--- config.mk ---
export PLATFORM = sky130hd
export DESIGN_NAME = crs_top
export DESIGN_NICKNAME = d
export VERILOG_FILES = /design/src/crs_pkg.sv /design/src/crs_top.sv
export SDC_FILE = /design/constraint.sdc
export NUM_CORES = 2
export LEC_CHECK = 0
export BUFFER_PORTS_ARGS = -buffer_cell sky130_fd_sc_hd__buf_2
export CAP_MARGIN = 20
export CORE_MARGIN = 3
export CORE_UTILIZATION = 50
export DETAILED_ROUTE_END_ITERATION = 8
export PLACE_DENSITY = 0.79
export SETUP_SLACK_MARGIN = 0.5
export SLEW_MARGIN = 0
export SYNTH_ARGS = -nofsm -noshare
export SYNTH_HDL_FRONTEND = slang
export SYNTH_SLANG_ARGS = --single-unit
--- constraint.sdc ---
create_clock -name clk -period 3.65 [get_ports clk]
set_input_delay 0.73 -clock clk [delete_from_list [all_inputs] [get_ports clk]]
set_output_delay 0.73 -clock clk [all_outputs]
set_load 0.05 [all_outputs]
--- src/crs_pkg.sv ---
package crs_pkg;

  // ----------------------------------------------------------------
  // bus geometry and answers
  // ----------------------------------------------------------------
  localparam int          ADDR_W      = 8;
  localparam int          DATA_W      = 32;
  localparam logic [1:0]  RESP_OKAY   = 2'h0;
  localparam logic [1:0]  RESP_SLVERR = 2'h2;

  // ----------------------------------------------------------------
  // register indices, byte address is four times the index
  // ----------------------------------------------------------------
  localparam int R_FLAG     = 0;
  localparam int R_IP       = 1;
  localparam int R_CS_SEL   = 2;
  localparam int R_CS_BASE  = 3;
  localparam int R_CS_LIM   = 4;
  localparam int R_FS_SEL   = 5;
  localparam int R_FS_BASE  = 6;
  localparam int R_FS_LIM   = 7;
  localparam int R_GS_SEL   = 8;
  localparam int R_GS_BASE  = 9;
  localparam int R_GS_LIM   = 10;
  localparam int R_APP_LAST = 10;
  localparam int R_IDT_BASE = 11;
  localparam int R_IDT_LIM  = 12;
  localparam int R_GDT_BASE = 13;
  localparam int R_GDT_LIM  = 14;
  localparam int R_LDT_SEL  = 15;
  localparam int R_TR_SEL   = 16;
  localparam int R_CR0      = 17;
  localparam int R_CR2      = 18;
  localparam int R_CR3      = 19;
  localparam int R_CR4      = 20;
  localparam int R_DR7      = 21;
  localparam int R_CCR0     = 22;
  localparam int R_CCR4     = 26;
  localparam int R_CCR6     = 28;
  localparam int R_ARR0     = 29;
  localparam int R_ARR7     = 36;
  localparam int R_RCR0     = 37;
  localparam int R_RCR7     = 44;
  localparam int N_STORE    = 45;
  localparam int R_INFO     = 46;
  localparam int R_STAT     = 47;

  // ----------------------------------------------------------------
  // reset values
  // ----------------------------------------------------------------
  localparam logic [31:0] FLAG_RST    = 32'h0000_0002;
  localparam logic [31:0] IP_RST      = 32'h0000_fff0;
  localparam logic [31:0] CS_SEL_RST  = 32'h0000_f000;
  localparam logic [31:0] CS_BASE_RST = 32'hffff_0000;
  localparam logic [31:0] SEG_LIM_RST = 32'h0000_ffff;
  localparam logic [31:0] ZERO_RST    = 32'h0000_0000;
  localparam logic [31:0] IDT_LIM_RST = 32'h0000_03ff;
  localparam logic [31:0] CR0_RST     = 32'h6000_0010;
  localparam logic [31:0] CR4_RST     = 32'h0000_0000;
  localparam logic [31:0] DR7_RST     = 32'h0000_0400;
  localparam logic [31:0] CCR_RST     = 32'h0000_0000;
  localparam logic [31:0] CCR4_RST    = 32'h0000_0080;
  localparam logic [31:0] REGION_RST  = 32'h0000_0000;
  localparam logic [31:0] NUM_ARCH    = 32'h0000_003a;
  localparam logic [31:0] MASK_8      = 32'h0000_00ff;
  localparam logic [31:0] MASK_16     = 32'h0000_ffff;
  localparam logic [31:0] MASK_32     = 32'hffff_ffff;

  // ----------------------------------------------------------------
  // field positions and timing
  // ----------------------------------------------------------------
  localparam int          CCR1_IDX     = 23;
  localparam int          WEAK_ALL_BIT = 4;
  localparam int          RCR_EN_BIT   = 0;
  localparam int          RCR_WEAK_BIT = 1;
  localparam int          STAT_FETCHED = 0;
  localparam int          STAT_LOCKED  = 1;
  localparam int          STAT_BUSY    = 2;
  localparam logic [31:0] FETCH_VEC    = 32'hffff_fff0;
  localparam logic [7:0]  FETCH_DELAY  = 8'hc8;

  // ----------------------------------------------------------------
  // types
  // ----------------------------------------------------------------
  typedef enum logic [2:0] {OP_NOP, OP_BIT_MOD, OP_XCHG, OP_UNARY, OP_BINARY, OP_OTHER} crs_op_t;
  typedef enum logic [1:0] {W_BYTE, W_FULL, W_F64, W_F80} crs_width_t;
  typedef enum logic [2:0] {SZ_8, SZ_16, SZ_32, SZ_64, SZ_80} crs_size_t;

  typedef struct packed {
    crs_op_t    op;
    logic [1:0] n_ops;
    logic       lock;
    logic       dst_mem;
    logic [1:0] size_pfx;
    logic       code32;
    crs_width_t width;
    logic [3:0] opc_len;
    logic [2:0] imm_len;
    logic [31:0] mem_addr;
  } crs_instr_t;

  typedef struct packed {
    logic        awvalid;
    logic [7:0]  awaddr;
    logic        wvalid;
    logic [31:0] wdata;
    logic [3:0]  wstrb;
    logic        bready;
    logic        arvalid;
    logic [7:0]  araddr;
    logic        rready;
  } crs_axi_req_t;

  typedef struct packed {
    logic        awready;
    logic        wready;
    logic        bvalid;
    logic [1:0]  bresp;
    logic        arready;
    logic        rvalid;
    logic [31:0] rdata;
    logic [1:0]  rresp;
  } crs_axi_rsp_t;

endpackage

--- src/crs_top.sv ---
// Design decisions made here: the AXI4-Lite slave port and the register addresses.
module crs_top (
  // clock and reset
  input  wire logic                  clk,
  input  wire logic                  rstn,
  // register bus
  input  wire crs_pkg::crs_axi_req_t axi_req,
  output crs_pkg::crs_axi_rsp_t      axi_rsp,
  input  wire logic [1:0]            cpl,
  // instruction issue
  input  wire logic                  instr_valid,
  output logic                       instr_ready,
  input  wire crs_pkg::crs_instr_t   instr,
  // memory sequencing
  output logic                       mem_start,
  output logic [31:0]                mem_addr,
  input  wire logic                  mem_done,
  output logic                       bus_lock_n,
  // results
  output logic                       ud_fault,
  output logic                       retire,
  output crs_pkg::crs_size_t         op_size,
  output logic [3:0]                 fetch_len,
  // reset fetch
  output logic                       fetch_start,
  output logic [31:0]                fetch_addr
);
  import crs_pkg::*;

  // ----------------------------------------------------------------
  // functions
  // ----------------------------------------------------------------
  function automatic logic [31:0] rst_val(input int i);
    case (i)
      R_FLAG:    rst_val = FLAG_RST;
      R_IP:      rst_val = IP_RST;
      R_CS_SEL:  rst_val = CS_SEL_RST;
      R_CS_BASE: rst_val = CS_BASE_RST;
      R_CS_LIM,
      R_FS_LIM,
      R_GS_LIM:  rst_val = SEG_LIM_RST;
      R_IDT_LIM: rst_val = IDT_LIM_RST;
      R_CR0:     rst_val = CR0_RST;
      R_CR4:     rst_val = CR4_RST;
      R_DR7:     rst_val = DR7_RST;
      R_CCR4:    rst_val = CCR4_RST;
      default:
      begin
        if (i >= R_CCR0 && i <= R_CCR6)
          rst_val = CCR_RST;
        else if (i >= R_ARR0 && i <= R_RCR7)
          rst_val = REGION_RST;
        else
          rst_val = ZERO_RST;
      end
    endcase
  endfunction

  function automatic logic has_rst(input int i);
    has_rst = !(i inside {R_GDT_BASE, R_GDT_LIM, R_LDT_SEL, R_TR_SEL, R_CR2, R_CR3});
  endfunction

  function automatic logic [31:0] reg_mask(input int i);
    if (i >= R_CCR0 && i <= R_RCR7)
      reg_mask = MASK_8;
    else if (i inside {R_CS_SEL, R_FS_SEL, R_GS_SEL, R_LDT_SEL, R_TR_SEL, R_IDT_LIM, R_GDT_LIM})
      reg_mask = MASK_16;
    else
      reg_mask = MASK_32;
  endfunction

  function automatic logic [31:0] merge(input logic [31:0] old, input logic [31:0] nw,
                                        input logic [3:0] strb, input int i);
    logic [31:0] m;
    for (int b = 0; b < 4; b++)
      m[b*8 +: 8] = strb[b] ? nw[b*8 +: 8] : old[b*8 +: 8];
    merge = m & reg_mask(i);
  endfunction

  function automatic logic lock_legal(input crs_op_t op);
    lock_legal = (op == OP_BIT_MOD) || (op == OP_XCHG) || (op == OP_UNARY) || (op == OP_BINARY);
  endfunction

  function automatic crs_size_t size_of(input crs_instr_t ins);
    case (ins.width)
      W_BYTE:  size_of = SZ_8;
      W_F64:   size_of = SZ_64;
      W_F80:   size_of = SZ_80;
      default: size_of = (ins.code32 ^ (ins.size_pfx != 2'h0)) ? SZ_32 : SZ_16;
    endcase
  endfunction

  // ----------------------------------------------------------------
  // state
  // ----------------------------------------------------------------
  typedef enum logic [1:0] {S_BOOT, S_IDLE, S_MEM} crs_state_t;

  crs_state_t  state_q;
  logic [31:0] regs_q [N_STORE];
  logic [31:0] regs_d [N_STORE];
  logic [7:0]  boot_cnt_q;
  logic        fetched_q;
  logic        lock_q;
  logic [4:0]  len_q;
  logic        mem_start_q;
  logic [31:0] mem_addr_q;
  logic        ud_q;
  logic        retire_q;
  crs_size_t   size_q;
  logic [3:0]  fetch_len_q;
  logic        fetch_start_q;
  logic        aw_have_q;
  logic        w_have_q;
  logic [7:0]  awaddr_q;
  logic [31:0] wdata_q;
  logic [3:0]  wstrb_q;
  logic        bvalid_q;
  logic [1:0]  bresp_q;
  logic        rvalid_q;
  logic [31:0] rdata_q;
  logic [1:0]  rresp_q;

  // ----------------------------------------------------------------
  // issue decode
  // ----------------------------------------------------------------
  logic        weak_rgn;
  wire         issue     = instr_valid && instr_ready;
  wire         lock_bad  = instr.lock && (!lock_legal(instr.op) || !instr.dst_mem);
  wire         weak_all  = regs_q[CCR1_IDX][WEAK_ALL_BIT];
  wire         go_mem    = issue && !lock_bad && instr.dst_mem;
  wire         go_now    = issue && !lock_bad && !instr.dst_mem;
  wire         lock_now  = go_mem && instr.lock && !weak_all && !weak_rgn;
  wire [4:0]   ins_len   = 5'(instr.opc_len) + 5'(instr.imm_len);
  wire         mem_end   = (state_q == S_MEM) && mem_done;
  wire [4:0]   adv_len   = mem_end ? len_q : ins_len;
  wire         advance   = go_now || mem_end;

  always_comb
  begin
    weak_rgn = 1'b0;
    for (int k = 0; k < 8; k++)
      if (regs_q[R_RCR0+k][RCR_EN_BIT] && regs_q[R_RCR0+k][RCR_WEAK_BIT]
          && regs_q[R_ARR0+k][7:0] == instr.mem_addr[31:24])
        weak_rgn = 1'b1;
  end

  assign instr_ready = (state_q == S_IDLE);

  // ----------------------------------------------------------------
  // register bus decode
  // ----------------------------------------------------------------
  wire [5:0]   wr_idx  = awaddr_q[7:2];
  wire [5:0]   rd_idx  = axi_req.araddr[7:2];
  wire         wr_fire = aw_have_q && w_have_q && !bvalid_q;
  wire         wr_map  = int'(wr_idx) < N_STORE;
  wire         wr_ok   = wr_map && (int'(wr_idx) <= R_APP_LAST || cpl == 2'h0);
  wire         rd_fire = axi_req.arvalid && !rvalid_q;
  wire         rd_reg  = int'(rd_idx) < N_STORE;
  wire         rd_map  = rd_reg || int'(rd_idx) == R_INFO || int'(rd_idx) == R_STAT;
  wire [31:0]  stat_w  = {29'h0, state_q == S_MEM, lock_q, fetched_q};
  wire [31:0]  rd_val  = rd_reg ? regs_q[rd_idx] :
                         int'(rd_idx) == R_INFO ? NUM_ARCH :
                         int'(rd_idx) == R_STAT ? stat_w : ZERO_RST;

  // ----------------------------------------------------------------
  // register file
  // ----------------------------------------------------------------
  always_comb
  begin
    regs_d = regs_q;
    if (advance)
      regs_d[R_IP] = regs_q[R_IP] + 32'(adv_len);
    if (wr_fire && wr_ok)
      regs_d[wr_idx] = merge(regs_q[wr_idx], wdata_q, wstrb_q, int'(wr_idx));
  end

  always_ff @(posedge clk)
  begin
    for (int i = 0; i < N_STORE; i++)
      if (!rstn && has_rst(i))
        regs_q[i] <= rst_val(i);
      else if (rstn)
        regs_q[i] <= regs_d[i];
  end

  // ----------------------------------------------------------------
  // sequencer
  // ----------------------------------------------------------------
  always_ff @(posedge clk)
  begin
    if (!rstn)
    begin
      state_q       <= S_BOOT;
      boot_cnt_q    <= 8'h00;
      fetched_q     <= 1'b0;
      fetch_start_q <= 1'b0;
      lock_q        <= 1'b0;
      len_q         <= 5'h00;
      mem_start_q   <= 1'b0;
      mem_addr_q    <= 32'h0000_0000;
      ud_q          <= 1'b0;
      retire_q      <= 1'b0;
      size_q        <= SZ_16;
      fetch_len_q   <= 4'h0;
    end
    else
    begin
      fetch_start_q <= 1'b0;
      mem_start_q   <= go_mem;
      ud_q          <= issue && lock_bad;
      retire_q      <= advance;
      case (state_q)
        S_BOOT:
        begin
          boot_cnt_q <= boot_cnt_q + 8'h01;
          if (boot_cnt_q == FETCH_DELAY - 8'h01)
          begin
            state_q       <= S_IDLE;
            fetch_start_q <= 1'b1;
            fetched_q     <= 1'b1;
          end
        end
        S_IDLE:
        begin
          if (issue)
          begin
            size_q      <= size_of(instr);
            fetch_len_q <= ins_len[3:0];
            len_q       <= ins_len;
          end
          if (go_mem)
          begin
            state_q    <= S_MEM;
            mem_addr_q <= instr.mem_addr;
            lock_q     <= lock_now;
          end
        end
        S_MEM:
        begin
          if (mem_done)
          begin
            state_q <= S_IDLE;
            lock_q  <= 1'b0;
          end
        end
        default:
          state_q <= S_IDLE;
      endcase
    end
  end

  assign mem_start   = mem_start_q;
  assign mem_addr    = mem_addr_q;
  assign bus_lock_n  = !lock_q;
  assign ud_fault    = ud_q;
  assign retire      = retire_q;
  assign op_size     = size_q;
  assign fetch_len   = fetch_len_q;
  assign fetch_start = fetch_start_q;
  assign fetch_addr  = FETCH_VEC;

  // ----------------------------------------------------------------
  // register bus slave
  // ----------------------------------------------------------------
  always_ff @(posedge clk)
  begin
    if (!rstn)
    begin
      aw_have_q <= 1'b0;
      w_have_q  <= 1'b0;
      awaddr_q  <= 8'h00;
      wdata_q   <= 32'h0000_0000;
      wstrb_q   <= 4'h0;
      bvalid_q  <= 1'b0;
      bresp_q   <= RESP_OKAY;
      rvalid_q  <= 1'b0;
      rdata_q   <= 32'h0000_0000;
      rresp_q   <= RESP_OKAY;
    end
    else
    begin
      if (axi_req.awvalid && !aw_have_q)
      begin
        aw_have_q <= 1'b1;
        awaddr_q  <= axi_req.awaddr;
      end
      if (axi_req.wvalid && !w_have_q)
      begin
        w_have_q <= 1'b1;
        wdata_q  <= axi_req.wdata;
        wstrb_q  <= axi_req.wstrb;
      end
      if (wr_fire)
      begin
        aw_have_q <= 1'b0;
        w_have_q  <= 1'b0;
        bvalid_q  <= 1'b1;
        bresp_q   <= wr_ok ? RESP_OKAY : RESP_SLVERR;
      end
      else if (bvalid_q && axi_req.bready)
        bvalid_q <= 1'b0;
      if (rd_fire)
      begin
        rvalid_q <= 1'b1;
        rdata_q  <= rd_val;
        rresp_q  <= rd_map ? RESP_OKAY : RESP_SLVERR;
      end
      else if (rvalid_q && axi_req.rready)
        rvalid_q <= 1'b0;
    end
  end

  assign axi_rsp.awready = !aw_have_q;
  assign axi_rsp.wready  = !w_have_q;
  assign axi_rsp.bvalid  = bvalid_q;
  assign axi_rsp.bresp   = bresp_q;
  assign axi_rsp.arready = !rvalid_q;
  assign axi_rsp.rvalid  = rvalid_q;
  assign axi_rsp.rdata   = rdata_q;
  assign axi_rsp.rresp   = rresp_q;
endmodule

==> results.md <==
Final layout:
- The share of final-layout standard cells stronger than drive strength 1 is 0.252.
- The net count of the finished layout is 7123.
- The final design utilization is 0.586.
- The count of cells in the finished layout, fillers not included, comes to 9158.
- Compared with the post-synthesis result, the final layout area differs by 15.6%.

Placed design:
- The placer's final routability congestion estimate is 1.01.
- Input and output buffers added on the ports amount to 191.
- Once detailed placement completed, the half-perimeter wirelength came to 184000 um.
- The count of placed standard cells including taps is 8777.

Setup path:
- For the worst setup path, the data required time is 4180 ps.
- Data on the critical path arrives at its endpoint at 3800 ps.
- The type of element capturing the critical path is a flop.
- The critical path start-end classification is flop to flop.
- The cell depth of the worst flop-to-flop path is 9.
- Of all nets on the critical path, the largest fanout is 10.
- STA classifies the critical path startpoint as a flop.

Synth:
- The number of storage elements in the synthesis netlist is 1576.
- The mean instance size in the synthesized netlist is 11.1 um2.
- Of the synthesized area, sequential elements account for 0.444.
- The cell type with the largest total area after synthesis is sky130_fd_sc_hd__dfxtp_1.
- By count the netlist is led by sky130_fd_sc_hd__dfxtp_1 (1384), sky130_fd_sc_hd__mux4_2 (646), sky130_fd_sc_hd__nand2_1 (591).
- For this run, asynchronously set or reset flops after synthesis account for 0.
- For this run, the leading register cell type out of synthesis is sky130_fd_sc_hd__dfxtp_1.
- The number of instances in the synthesized netlist is 6782.
- The count of yosys warnings during synthesis is 0.
- The post-synthesis instance area is 75300 um2.
- Sorting the synthesized cells by area gives the leading types as sky130_fd_sc_hd__dfxtp_1 (37%), sky130_fd_sc_hd__mux4_2 (19%), sky130_fd_sc_hd__edfxtp_1 (7.7%).
- The number of synthesized flops with an enable pin is 192.
- The number of different library cells used by synthesis comes to 105.
- The most frequent cell after synthesis is sky130_fd_sc_hd__dfxtp_1.
- The share of synthesized area in the top cell type comes to 0.368.

Timing:
- Setup repair after global routing could not meet its margin everywhere.
- The pin slew with the least headroom to its limit is 1200 ps.
- In this run the tightest slew margin relative to its limit is 0.200.
- Across all hold checks on the routed design, the worst slack comes to 54.2 ps.
- Dividing the final minimum period by the clock period gives 0.898.
- The post-route clock skew is 44.3 ps.
- The total count of hold-check failures in the final report is 0.
- The final setup violation count is 0.
- Derived from the worst setup path, the maximum achievable clock frequency is 305 MHz.
- The max-slew violation count is 0.
- The shortest clock period the worst path allows after layout is 3280 ps.

Pwr:
- The static leakage power is 31.5 nW.
- For this design the ratio of total power to cell area is 459 nW/um2.
- The maximum ir drop on the vdd rail is 0.439 mV.

Routing:
- The average wire length per cell after detail routing is 31.4 um.
- The first detailed-routing pass took 7 iterations.
- After the first detailed-routing iteration, the DRC count stood at 11200.
- After detailed routing, the total wire length is 287000 um.
- The post-detailed-route DRC marker count is 0.
- The post-detailed-route count of antenna-violating nets is 0.
- The number of vias per cell is 7.00.
- The total via count in the routed design is 64100.

Global routing:
- The first global-routing pass estimated 411000 um of wire.
- Summed over all layers, the global routing overflow is 0.
- The number of antenna violations at the first check in global routing is 20.
- The via count of the first global-routing pass is 61100.
- The total track usage is 0.354.
- Entering global routing, the biggest net connects 159 pins.

Clock network:
- The tree built by TritonCTS fans out to 1576 sinks.
- The clock tree synthesis step divided the H-tree into 4 levels.
- The clock passes through at most 3 buffers.
- The later pin in the worst-skew pair is clocked with a latency of 850 ps.
- The CTS buffer count is 164.
- The clock transition at the registers of the reported paths is 60 ps.
- The clock root buffer is sky130_fd_sc_hd__clkbuf_16.
- The TritonCTS clock tree is done.
- For this design, the CTS-stage hold fixing added 0 buffers.

Die:
- The placeable core region is 149000 um2.
- The floorplan has 141 rows.
- The initial utilization of the core area, before any placement, comes to 0.507.
- The number of top-level pins is 232.
- Measured along the x axis, the die boundary spans 394 um.
- From bottom edge to top edge, the die measures 394 um.
- The die covers 155000 um2.

Min path:
- The hold-critical path depth is 2.
- The kind of path behind the tightest hold check is input pin to flop.

Run:
- Across the run, the number of max-cap violations was 0.

Run status:
- The run finished with clean final reports.
==> routing by layer <==
metal	share of wire	up-vias	GRT usage	wire, um
met1	0.34	31100	0.446	96500
met4	0.079	12	0.232	22700
met3	0.17	1467	0.138	47800
met5	0.00038	-	0	109
met2	0.42	5927	0.505	120000
li1	-	25600	-	-
==> area by class of cell <==
type                       count  area, um2
fill                       11500      61600
timing repair buffer         696       6520
multi-input combinational   4511      38800
antenna                       19       47.5
tap                         2002       2500
inverter                      49        203
sequential                  1576      33500
clock inverter                71        774
clock buffer                 234       4740
==> final timing paths <==
kind | from | endpoint | slack, ps
max reg2reg | awaddr_q[2] | regs_q[826] | 370
max | awaddr_q[2] | regs_q[826] | 370
min | axi_req[0] | rvalid_q | 50
min reg2reg | mem_addr[12] | mem_addr[12] | 450
==> repair_timing <==
item	CTS	global route
gates cloned	3	6
resized for setup	30	23
pin swaps	8	9
endpoints found under the setup margin	987	301
buffers inserted	27	21
==> metrics by stage <==
step	TNS, ps	instance area (um2)	total power, mW	setup slack, ps
final	0	87100	40.0	374
after global routing	0	87100	40.7	385
after CTS	0	86600	39.6	430
after detailed placement	-330	80500	22.5	-50.0
after global placement	0	80500	22.5	29.6
after floorplan	0	75500	20.7	1.50
==> worst max-delay path, cell delays in order (launching register included) <==
cell and delay (ps):
sky130_fd_sc_hd__dfxtp_4 450, sky130_fd_sc_hd__buf_4 230, sky130_fd_sc_hd__buf_4 220, sky130_fd_sc_hd__mux4_2 510, sky130_fd_sc_hd__a22o_1 190, sky130_fd_sc_hd__a221oi_1 360
sky130_fd_sc_hd__a2111oi_0 130, sky130_fd_sc_hd__buf_4 290, sky130_fd_sc_hd__a21oi_4 380, sky130_fd_sc_hd__inv_1 210
==> report_power, final <==
group	internal [mW]	switching (mW)	total (mW)
logic	1.68	3.20	4.88
registers	17.7	0.116	17.8
clock network	9.79	7.53	17.3
==> cells in the final DEF (no fill, tap or decap), drive strengths merged, types with 10 or more instances in the layout <==
master     n
diode     19
mux4     654
nand2b    25
a211oi   186
nor3      55
nand4     31
conb      34
nand3    149
nor2b     26
a31o      10
nor4      45
o21ai    349
o31ai     12
o211ai    27
a22o      13
a21o      15
buf      687
dfxtp   1384
o221ai    19
and2     543
a22oi     96
mux2i    315
clkbuf   240
or2       11
o22ai     70
nand2    592
a31oi     48
a21oi    413
inv       60
a221oi    46
clkinv    42
mux2      31
nor2     340
xor2      40
and3     106
edfxtp   192
o31a      11
xnor2     57
==> kinds of logic after synthesis <==
kind of cell,Yosys count,share of synthesized area
compound gates,1392,0.117
xor+xnor,97,0.0113
fa+ha+maj,11,0.00203
buf+inv,727,0.0483
flops,1576,0.444
mux,1000,0.242
other cells,2,0.0000997
simple gates,1977,0.135
==> flip-flops by register name, summed over array words and instances, names as in the netlist, 2 cells and up <==
register and count:
op_size 3, wstrb_q 4, wdata_q 32, mem_addr 32, awaddr_q 6, regs_q 1440, state_q 2, boot_cnt_q 8
rdata_q 32, len_q 5
No activity file was read; power rests on OpenSTA's default activity.
